[config.mk]
export PLATFORM = sky130hd
export DESIGN_NAME = core_sfr_flags_power_bank
export DESIGN_NICKNAME = d
export VERILOG_FILES = /design/src/sfr_bank_pkg.sv /design/src/ext_irq_if.sv /design/src/core_sfr_flags_power_bank.sv /design/src/event_flag_cell.sv /design/src/ext_irq_unit.sv
export VERILOG_INCLUDE_DIRS = /design/src
export SDC_FILE = /design/constraint.sdc
export NUM_CORES = 1
export LEC_CHECK = 0
export BUFFER_PORTS_ARGS = -buffer_cell sky130_fd_sc_hd__buf_2
export CAP_MARGIN = 40
export CORE_AREA = 2 2 79 81
export DETAILED_ROUTE_END_ITERATION = 7
export DIE_AREA = 0 0 81 83
export PLACE_DENSITY = 0.75
export SETUP_SLACK_MARGIN = 0.05
export SYNTH_ARGS = -nofsm -noshare
export SYNTH_HDL_FRONTEND = slang
export SYNTH_SLANG_ARGS = --single-unit
[constraint.sdc]
create_clock -name clk -period 1.7 [get_ports clk]
set_input_delay 0.085 -clock clk [delete_from_list [all_inputs] [get_ports clk]]
set_output_delay 0.085 -clock clk [all_outputs]
set_load 0.02 [all_outputs]
[src/sfr_bank_map.svh]
// offsets, field positions, reset values and codes of the flags and power register bank
//
// Function
// RULE1: scratch byte at 80h, read/write, resets 00h
// RULE2: enable bit 6 gates PWM1-PWM6 interrupt
// RULE3: enable bit 5 gates PWM0 interrupt
// RULE4: PWM1 period end sets flag bit 6
// RULE5: writing BFh clears PWM1-group flag
// RULE6: PWM0 period end sets flag bit 5
// RULE7: writing DFh clears PWM0 flag
// RULE8: power bit 7 doubles UART baud, resets 0
// RULE9: power bits 3,2 are plain user flags
// RULE10: writing 1 to power bit 1 stops
// RULE11: writing 1 to power bit 0 idles
// RULE12: timer1 overflow sets bit 7, vector clears
// RULE13: timer bit 6 runs timer 1
// RULE14: timer0 overflow sets bit 5, vector clears
// RULE15: timer bit 4 runs timer 0
// RULE16: pin b falling edge sets bit 3
// RULE17: bit 2 selects pin b level/edge
// RULE18: pin a falling edge sets bit 1
// RULE19: bit 0 selects pin a level/edge
// RULE20: PWM flag write: 0 clears, 1 keeps
// RULE21: hardware set beats clear in same cycle
`ifndef SFR_BANK_MAP_SVH
`define SFR_BANK_MAP_SVH

// ----------------------------------------
// register offsets
// ----------------------------------------
`define ADDR_SCRATCH_BYTE 8'h80
`define ADDR_STACK_POINTER 8'h81
`define ADDR_DATA_POINTER_LOW 8'h82
`define ADDR_DATA_POINTER_HIGH 8'h83
`define ADDR_PWM_IRQ_ENABLE 8'h84
`define ADDR_PWM_IRQ_FLAGS 8'h85
`define ADDR_POWER_CONTROL 8'h87
`define ADDR_TIMER_EXTINT_CONTROL 8'h88

// ----------------------------------------
// reset values
// ----------------------------------------
`define RST_SCRATCH_BYTE 8'h00
`define RST_STACK_POINTER 8'h07
`define RST_DATA_POINTER 8'h00
`define RST_FLAG_BIT 1'b0
`define RST_UNMAPPED_READ 8'h00

// ----------------------------------------
// field positions
// ----------------------------------------
`define BIT_PWM_GROUP 6
`define BIT_PWM_ZERO 5
`define BIT_UART_BAUD_DOUBLE 7
`define BIT_USER_FLAG_B 3
`define BIT_USER_FLAG_A 2
`define BIT_STOP_REQUEST 1
`define BIT_DOZE_REQUEST 0
`define BIT_TIMER1_OVERFLOW 7
`define BIT_TIMER1_RUN 6
`define BIT_TIMER0_OVERFLOW 5
`define BIT_TIMER0_RUN 4
`define BIT_EXT1_EDGE 3
`define BIT_EXT1_TRIGGER 2
`define BIT_EXT0_EDGE 1
`define BIT_EXT0_TRIGGER 0

// ----------------------------------------
// software clear codes for the PWM flags
// ----------------------------------------
`define CLR_PWM_GROUP 8'hBF
`define CLR_PWM_ZERO 8'hDF

`endif

[src/sfr_bank_pkg.sv]
// types shared by the flags and power register bank
`default_nettype none
package sfr_bank_pkg;
	typedef logic [7:0] sfr_byte_t;
	typedef enum logic [1:0] {
		MODE_RUN = 2'b00,
		MODE_DOZE = 2'b01,
		MODE_STOP = 2'b10
	} power_mode_t;
endpackage
`default_nettype wire

[src/ext_irq_if.sv]
// signals between the bank and one external interrupt pin unit
`default_nettype none
interface ext_irq_if;
	logic pin;
	logic trig_sel;
	logic ack;
	logic wr;
	logic wdata;
	logic flag;
	logic req;
	modport unit (input pin, input trig_sel, input ack, input wr, input wdata, output flag, output req);
	modport bank (output pin, output trig_sel, output ack, output wr, output wdata, input flag, input req);
endinterface
`default_nettype wire

[src/core_sfr_flags_power_bank.sv]
// special-function register bank: scratch, pointers, PWM flags, power and timer control
`include "sfr_bank_map.svh"
`default_nettype none
module core_sfr_flags_power_bank (
	input wire logic clk,
	input wire logic rst_n,
	input wire logic [7:0] addr,
	input wire sfr_bank_pkg::sfr_byte_t wdata,
	input wire logic wr,
	input wire logic rd,
	output sfr_bank_pkg::sfr_byte_t rdata,
	input wire logic pwm_zero_period_end,
	input wire logic pwm_group_period_end,
	input wire logic timer0_overflow,
	input wire logic timer1_overflow,
	input wire logic timer0_vector_ack,
	input wire logic timer1_vector_ack,
	input wire logic ext0_vector_ack,
	input wire logic ext1_vector_ack,
	input wire logic ext_irq_pin_a,
	input wire logic ext_irq_pin_b,
	input wire logic wake_event,
	output logic pwm_zero_irq,
	output logic pwm_group_irq,
	output logic timer0_irq,
	output logic timer1_irq,
	output logic ext0_irq,
	output logic ext1_irq,
	output logic timer0_run,
	output logic timer1_run,
	output logic uart_baud_double,
	output sfr_bank_pkg::power_mode_t power_mode,
	output sfr_bank_pkg::sfr_byte_t stack_pointer,
	output logic [15:0] data_pointer
);
	import sfr_bank_pkg::*;

	// ----------------------------------------
	// decode
	// ----------------------------------------
	function automatic logic hit(input logic [7:0] a, input logic [7:0] target);
		hit = (a == target);
	endfunction

	// the bank never stalls: a strobe is served at the edge that sees it
	logic wr_scratch;
	logic wr_stack;
	logic wr_dptr_low;
	logic wr_dptr_high;
	logic wr_pie;
	logic wr_pif;
	logic wr_power;
	logic wr_timer_ctl;

	assign wr_scratch = wr && hit(addr, `ADDR_SCRATCH_BYTE);
	assign wr_stack = wr && hit(addr, `ADDR_STACK_POINTER);
	assign wr_dptr_low = wr && hit(addr, `ADDR_DATA_POINTER_LOW);
	assign wr_dptr_high = wr && hit(addr, `ADDR_DATA_POINTER_HIGH);
	assign wr_pie = wr && hit(addr, `ADDR_PWM_IRQ_ENABLE);
	assign wr_pif = wr && hit(addr, `ADDR_PWM_IRQ_FLAGS);
	assign wr_power = wr && hit(addr, `ADDR_POWER_CONTROL);
	assign wr_timer_ctl = wr && hit(addr, `ADDR_TIMER_EXTINT_CONTROL);

	// ----------------------------------------
	// plain storage bytes
	// ----------------------------------------
	sfr_byte_t scratch_byte;
	sfr_byte_t data_pointer_low;
	sfr_byte_t data_pointer_high;

	always_ff @(posedge clk) begin
		if (!rst_n) begin
			scratch_byte <= `RST_SCRATCH_BYTE;
		end else if (wr_scratch) begin
			scratch_byte <= wdata; // RULE1
		end
	end

	always_ff @(posedge clk) begin
		if (!rst_n) begin
			stack_pointer <= `RST_STACK_POINTER;
		end else if (wr_stack) begin
			stack_pointer <= wdata;
		end
	end

	always_ff @(posedge clk) begin
		if (!rst_n) begin
			data_pointer_low <= `RST_DATA_POINTER;
			data_pointer_high <= `RST_DATA_POINTER;
		end else begin
			if (wr_dptr_low) begin
				data_pointer_low <= wdata;
			end
			if (wr_dptr_high) begin
				data_pointer_high <= wdata;
			end
		end
	end

	assign data_pointer = {data_pointer_high, data_pointer_low};

	// ----------------------------------------
	// PWM interrupt enables and flags
	// ----------------------------------------
	logic pwm_group_irq_en;
	logic pwm_zero_irq_en;
	logic pwm_group_irq_flag;
	logic pwm_zero_irq_flag;

	always_ff @(posedge clk) begin
		if (!rst_n) begin
			pwm_group_irq_en <= `RST_FLAG_BIT;
			pwm_zero_irq_en <= `RST_FLAG_BIT;
		end else if (wr_pie) begin
			pwm_group_irq_en <= wdata[`BIT_PWM_GROUP];
			pwm_zero_irq_en <= wdata[`BIT_PWM_ZERO];
		end
	end

	// a written 0 clears, a written 1 keeps: BFh hits only the group flag, DFh only PWM0
	event_flag_cell u_pwm_group_flag (
		.clk(clk),
		.rst_n(rst_n),
		.set(pwm_group_period_end), // RULE4
		.clr(wr_pif && !wdata[`BIT_PWM_GROUP]), // RULE5 RULE20
		.wr(1'b0),
		.wdata(1'b0),
		.flag(pwm_group_irq_flag)
	);

	event_flag_cell u_pwm_zero_flag (
		.clk(clk),
		.rst_n(rst_n),
		.set(pwm_zero_period_end), // RULE6
		.clr(wr_pif && !wdata[`BIT_PWM_ZERO]), // RULE7 RULE20
		.wr(1'b0),
		.wdata(1'b0),
		.flag(pwm_zero_irq_flag)
	);

	always_ff @(posedge clk) begin
		if (!rst_n) begin
			pwm_group_irq <= 1'b0;
			pwm_zero_irq <= 1'b0;
		end else begin
			pwm_group_irq <= pwm_group_irq_en & pwm_group_irq_flag; // RULE2
			pwm_zero_irq <= pwm_zero_irq_en & pwm_zero_irq_flag; // RULE3
		end
	end

	// ----------------------------------------
	// power control
	// ----------------------------------------
	logic user_flag_a;
	logic user_flag_b;
	logic stop_request;
	logic doze_request;

	always_ff @(posedge clk) begin
		if (!rst_n) begin
			uart_baud_double <= `RST_FLAG_BIT;
			user_flag_a <= `RST_FLAG_BIT;
			user_flag_b <= `RST_FLAG_BIT;
		end else if (wr_power) begin
			uart_baud_double <= wdata[`BIT_UART_BAUD_DOUBLE]; // RULE8
			user_flag_a <= wdata[`BIT_USER_FLAG_A]; // RULE9
			user_flag_b <= wdata[`BIT_USER_FLAG_B]; // RULE9
		end
	end

	// a wake event ends both low-power requests; a write in that cycle still wins
	always_ff @(posedge clk) begin
		if (!rst_n) begin
			stop_request <= `RST_FLAG_BIT;
			doze_request <= `RST_FLAG_BIT;
		end else if (wr_power) begin
			stop_request <= wdata[`BIT_STOP_REQUEST]; // RULE10
			doze_request <= wdata[`BIT_DOZE_REQUEST]; // RULE11
		end else if (wake_event) begin
			stop_request <= 1'b0;
			doze_request <= 1'b0;
		end
	end

	// stop outranks idle when both are asked together
	power_mode_t next_power_mode;

	always_comb begin
		case ({stop_request, doze_request})
			2'b10, 2'b11: next_power_mode = MODE_STOP; // RULE10
			2'b01: next_power_mode = MODE_DOZE; // RULE11
			2'b00: next_power_mode = MODE_RUN;
			default: next_power_mode = MODE_RUN;
		endcase
	end

	always_ff @(posedge clk) begin
		if (!rst_n) begin
			power_mode <= MODE_RUN;
		end else begin
			power_mode <= next_power_mode;
		end
	end

	// ----------------------------------------
	// timer and external interrupt control
	// ----------------------------------------
	logic timer0_overflow_flag;
	logic timer1_overflow_flag;
	logic ext0_trigger_select;
	logic ext1_trigger_select;

	always_ff @(posedge clk) begin
		if (!rst_n) begin
			timer1_run <= `RST_FLAG_BIT;
			timer0_run <= `RST_FLAG_BIT;
			ext1_trigger_select <= `RST_FLAG_BIT;
			ext0_trigger_select <= `RST_FLAG_BIT;
		end else if (wr_timer_ctl) begin
			timer1_run <= wdata[`BIT_TIMER1_RUN]; // RULE13
			timer0_run <= wdata[`BIT_TIMER0_RUN]; // RULE15
			ext1_trigger_select <= wdata[`BIT_EXT1_TRIGGER]; // RULE17
			ext0_trigger_select <= wdata[`BIT_EXT0_TRIGGER]; // RULE19
		end
	end

	// software may write a timer flag; an overflow or vector ack in that cycle outranks it
	event_flag_cell u_timer1_flag (
		.clk(clk),
		.rst_n(rst_n),
		.set(timer1_overflow), // RULE12
		.clr(timer1_vector_ack), // RULE12
		.wr(wr_timer_ctl),
		.wdata(wdata[`BIT_TIMER1_OVERFLOW]),
		.flag(timer1_overflow_flag)
	);

	event_flag_cell u_timer0_flag (
		.clk(clk),
		.rst_n(rst_n),
		.set(timer0_overflow), // RULE14
		.clr(timer0_vector_ack), // RULE14
		.wr(wr_timer_ctl),
		.wdata(wdata[`BIT_TIMER0_OVERFLOW]),
		.flag(timer0_overflow_flag)
	);

	always_ff @(posedge clk) begin
		if (!rst_n) begin
			timer0_irq <= 1'b0;
			timer1_irq <= 1'b0;
		end else begin
			timer0_irq <= timer0_overflow_flag;
			timer1_irq <= timer1_overflow_flag;
		end
	end

	// ----------------------------------------
	// external interrupt pins
	// ----------------------------------------
	// pins are taken as synchronous; an asynchronous source needs a synchroniser ahead of this bank
	ext_irq_if ext0_if ();
	ext_irq_if ext1_if ();

	assign ext0_if.pin = ext_irq_pin_a;
	assign ext0_if.trig_sel = ext0_trigger_select;
	assign ext0_if.ack = ext0_vector_ack; // RULE18
	assign ext0_if.wr = wr_timer_ctl;
	assign ext0_if.wdata = wdata[`BIT_EXT0_EDGE];

	assign ext1_if.pin = ext_irq_pin_b;
	assign ext1_if.trig_sel = ext1_trigger_select;
	assign ext1_if.ack = ext1_vector_ack; // RULE16
	assign ext1_if.wr = wr_timer_ctl;
	assign ext1_if.wdata = wdata[`BIT_EXT1_EDGE];

	ext_irq_unit u_ext0 (
		.clk(clk),
		.rst_n(rst_n),
		.port_if(ext0_if.unit)
	);

	ext_irq_unit u_ext1 (
		.clk(clk),
		.rst_n(rst_n),
		.port_if(ext1_if.unit)
	);

	assign ext0_irq = ext0_if.req;
	assign ext1_irq = ext1_if.req;

	// ----------------------------------------
	// read path
	// ----------------------------------------
	// unmapped offsets and reserved bits read as zero
	sfr_byte_t next_rdata;

	always_comb begin
		next_rdata = `RST_UNMAPPED_READ;
		if (hit(addr, `ADDR_SCRATCH_BYTE)) begin
			next_rdata = scratch_byte;
		end else if (hit(addr, `ADDR_STACK_POINTER)) begin
			next_rdata = stack_pointer;
		end else if (hit(addr, `ADDR_DATA_POINTER_LOW)) begin
			next_rdata = data_pointer_low;
		end else if (hit(addr, `ADDR_DATA_POINTER_HIGH)) begin
			next_rdata = data_pointer_high;
		end else if (hit(addr, `ADDR_PWM_IRQ_ENABLE)) begin
			next_rdata[`BIT_PWM_GROUP] = pwm_group_irq_en;
			next_rdata[`BIT_PWM_ZERO] = pwm_zero_irq_en;
		end else if (hit(addr, `ADDR_PWM_IRQ_FLAGS)) begin
			next_rdata[`BIT_PWM_GROUP] = pwm_group_irq_flag;
			next_rdata[`BIT_PWM_ZERO] = pwm_zero_irq_flag;
		end else if (hit(addr, `ADDR_POWER_CONTROL)) begin
			next_rdata[`BIT_UART_BAUD_DOUBLE] = uart_baud_double;
			next_rdata[`BIT_USER_FLAG_B] = user_flag_b;
			next_rdata[`BIT_USER_FLAG_A] = user_flag_a;
			next_rdata[`BIT_STOP_REQUEST] = stop_request;
			next_rdata[`BIT_DOZE_REQUEST] = doze_request;
		end else if (hit(addr, `ADDR_TIMER_EXTINT_CONTROL)) begin
			next_rdata[`BIT_TIMER1_OVERFLOW] = timer1_overflow_flag;
			next_rdata[`BIT_TIMER1_RUN] = timer1_run;
			next_rdata[`BIT_TIMER0_OVERFLOW] = timer0_overflow_flag;
			next_rdata[`BIT_TIMER0_RUN] = timer0_run;
			next_rdata[`BIT_EXT1_EDGE] = ext1_if.flag;
			next_rdata[`BIT_EXT1_TRIGGER] = ext1_trigger_select;
			next_rdata[`BIT_EXT0_EDGE] = ext0_if.flag;
			next_rdata[`BIT_EXT0_TRIGGER] = ext0_trigger_select;
		end
	end

	// data stand only in the cycle after the read strobe
	always_ff @(posedge clk) begin
		if (!rst_n) begin
			rdata <= `RST_UNMAPPED_READ;
		end else if (rd) begin
			rdata <= next_rdata;
		end else begin
			rdata <= `RST_UNMAPPED_READ;
		end
	end
endmodule // core_sfr_flags_power_bank
`default_nettype wire

[src/event_flag_cell.sv]
// one hardware-set flag with clear and software write; set has priority
`include "sfr_bank_map.svh"
`default_nettype none
module event_flag_cell (
	input wire logic clk,
	input wire logic rst_n,
	input wire logic set,
	input wire logic clr,
	input wire logic wr,
	input wire logic wdata,
	output logic flag
);
	always_ff @(posedge clk) begin
		if (!rst_n) begin
			flag <= `RST_FLAG_BIT;
		end else if (set) begin
			flag <= 1'b1; // RULE21
		end else if (clr) begin
			flag <= 1'b0;
		end else if (wr) begin
			flag <= wdata;
		end
	end
endmodule // event_flag_cell
`default_nettype wire

[src/ext_irq_unit.sv]
// external interrupt pin: falling edge detect, edge flag and request level
`include "sfr_bank_map.svh"
`default_nettype none
module ext_irq_unit (
	input wire logic clk,
	input wire logic rst_n,
	ext_irq_if.unit port_if
);
	logic pin_prev;
	logic fall;

	assign fall = pin_prev & ~port_if.pin;

	// pin idles high so reset assumes high, no false edge after reset
	always_ff @(posedge clk) begin
		if (!rst_n) begin
			pin_prev <= 1'b1;
		end else begin
			pin_prev <= port_if.pin;
		end
	end

	always_ff @(posedge clk) begin
		if (!rst_n) begin
			port_if.flag <= `RST_FLAG_BIT;
		end else if (fall) begin
			port_if.flag <= 1'b1; // RULE16 RULE18 RULE21
		end else if (port_if.ack) begin
			port_if.flag <= 1'b0;
		end else if (port_if.wr) begin
			port_if.flag <= port_if.wdata;
		end
	end

	// level mode asks while the pin stays low, edge mode while the flag stands
	always_ff @(posedge clk) begin
		if (!rst_n) begin
			port_if.req <= 1'b0;
		end else if (port_if.trig_sel) begin
			port_if.req <= port_if.flag; // RULE17 RULE19
		end else begin
			port_if.req <= ~port_if.pin; // RULE17 RULE19
		end
	end
endmodule // ext_irq_unit
`default_nettype wire

==> results.toml <==
[status]
status = "finished clean"

[timing]
timing.fmax_ghz = 0.670
fin_crit_ns = 1.49
finalSetupViolCount = 0
setup_slack_ns = 0.209
fin_crit_sh_pct = 87.7
drv_slew = 0
slew_headroom_pct = 61.4
worst_pin_slew_ns = 0.565
whs_ns = 0.0186
setup_tns_ns = 0
hold_viol = 0
worst_clock_skew_ns = 0.00561
rsz0062_at_grt = "false"

[floorplan]
placementRows = 28
start_util_pct = 49.5
die_h_um = 83
die_area_mm2 = 0.00672
die_x_um = 81
ios = 74
core_mm2 = 0.00582

[setup_path]
r2r_end = "rdata[6]$_SDFF_PN0_"
critical_path_class = "register to register"
crit_path_start_kind = "register"
worstPathMaxFanout = 3
critPathArrivalTime_ns = 1.79
reg2regPathDepth = 4
crit_path_end_kind = "register"
worst_ep_required_time_ns = 1.99
r2r_slack_ns = 0.21
r2r-start = "timer1_run$_SDFFE_PN0P_"

[drt]
post_drt_wl_per_cell_um = 16.4
finalWirelength_um = 7930
ant_nets = 0
dr.pass1.iters = 4
drtIter0Drc = 173
num_vias = 2758
vias_per_cell = 5.71
drc_errors = 0

[synth]
synth_seq_cells = 67
synth.area.top_cells = "dfxtp_1, o21ai_0, nand3_1"
synth_cells = 324
ys_warn_count = 0
synthArstFlopShare_pct = 0
synth_top_area_share_pct = 46.6
avgSynthCellArea_um2 = 8.88
synth_edf_count = 0
yosysTopAreaCell = "dfxtp_1"
synth_nets = 355
netlist-cell-type-count = 40
ys_seq_area_share_pct = 46.6
synth-main-ff-cell = "dfxtp_1"
syn-cell-area_mm2 = 0.00288

[final_layout]
final_cell_mix = "buf_2, dfxtp_1, o21ai_0"
final_util_pct = 61.8
antenna_cells = 0
final_cells = 483
regArea_mm2 = 0.00134
drive_gt1_share_pct = 27.0
nNetsFinal = 434
flow.area_growth_from_synthesis_pct = 24.9
final.fill_count = 550
multi_input_area_mm2 = 0.00142
final_common_cell = "buf_2"

[global_routing]
grt_antenna_before_repair = 0
grt_pass1_vias = 2657
track_usage_pct = 24.6
grt_pass1_wl_um = 12800
grt_max_degree = 28
grt-ovfl-total = 0

[pwr]
p_leak_uw = 0.00164
powerDensity_mw_per_mm2 = 924
ir_worst_vdd_uv = 669

[cts]
htree_levels = 3
cts_root_buf = "clkbuf_8"
post-cts-setup-buffer-count = 0
clk_pin_slew_ns = 0.08
clk_latency_ns = 0.35
cts_max_path_buffers = 2
cts.sinks = 67
cts_inserted_buffers = 9
cts_tree = "done"

[job]
maxCapViolations = 0

[placement]
hpwl_um = 5790
finalWeightedCongestion = 0.877
place.port_buffers = 73
numPlacedInstances = 465
place_ws_ns = -0.0675

[worst_hold_path]
min_to = "u_timer1_flag.flag$_SDFFE_PN0P_"
holdCritStartpoint = "timer1_overflow"
hold_depth = 3
hold_class = "input pin to register"
[cell usage after synthesis, types with 2 or more instances]
master and number:
dfxtp_1 67, o21ai_0 49, nand3_1 34, nand2_1 21, nor2b_1 21, mux2i_1 16
a21oi_1 14, clkbuf_1 14, inv_1 9, and2_1 6, nor3_1 6, nor2_1 5
o22ai_1 5, a221oi_1 4, a2bb2oi_1 4, a41oi_1 4, and3_1 4, and3b_1 4
buf_2 4, nand2b_1 4, nand4_1 4, a2111oi_0 2, buf_1 2, nand4_2 2
nand4b_1 2, nor4b_4 2, o221a_2 2
[where the power goes]
part           switching, µW  total [µW]  internal, µW
clock                    638        1470           828
sequential              10.7        1600          1590
combinational            157         257           101
total                    805        3320          2520
[cell type report]
type | instances | share of cell area, %
Timing Repair Buffer | 89 | 13.6
Multi-Input combinational cell | 227 | 39.4
Tap cell | 75 | 2.61
Sequential cell | 67 | 37.3
Clock inverter | 6 | 2.47
Inverter | 9 | 0.940
Clock buffer | 10 | 3.55
[stage by stage]
stage	power (µW)	area, µm²
finish	3320	3590
global route	3440	3590
CTS	3340	3590
detailed placement	1880	3360
global placement	1880	3360
floorplan	1780	2880
[per-layer routing]
layer / GRT usage (%) / part of all wire (%) / up-vias
li1: - / - / 1333
met1: 31.0 / 42 / 1290
met2: 39.7 / 48 / 111
met3: 6.52 / 7.2 / 24
met4: 9.71 / 2.8 / 0
met5: 0 / 0 / -
[worst max-delay path by stage]
| stage | end | cells past startpoint | slack, ns | startpoint |
|---|---|---|---|---|
| 2_1_floorplan | ext0_if.trig_sel$_SDFFE_PN0P_ | 5 | 0.35 | addr[1] |
| 6_report | rdata[6]$_SDFF_PN0_ | 4 | 0.21 | timer1_run$_SDFFE_PN0P_ |
| 4_1_cts | rdata[4]$_SDFF_PN0_ | 4 | 0.25 | timer0_run$_SDFFE_PN0P_ |
| 3_3_place_gp | rdata[4]$_SDFF_PN0_ | 5 | -0.13 | addr[1] |
| 5_1_grt | rdata[6]$_SDFF_PN0_ | 4 | 0.13 | timer1_run$_SDFFE_PN0P_ |
| 3_5_place_dp | rdata[4]$_SDFF_PN0_ | 5 | -0.07 | addr[1] |
[state kept, by name (all words and copies together), names as in the netlist, 2 cells and up]
name / count
data_pointer_high: 8
scratch_byte: 8
rdata: 8
stack_pointer: 8
data_pointer_low: 8
power_mode: 2
[critical path, stage by stage (launching register included)]
cell and delay (ns):
dfxtp_1 0.35, and3b_1 0.15, o21ai_0 0.06, a2111oi_0 0.58, o221a_2 0.29
[kinds of logic after synthesis]
| family | after synthesis | synth area share [%] |
|---|---|---|
| buffers and inverters | 30 | 4.13 |
| AOI/OAI and AO/OA | 89 | 18.5 |
| muxes | 17 | 5.96 |
| DFF | 67 | 46.6 |
| and+or+nand+nor | 121 | 24.8 |
[timing repair]
action                    4_1_cts  5_1_grt
resized for setup               0        0
hold endpoints to repair        2        0
hold buffers                    2        0
Power figures use the tool's default switching activity.
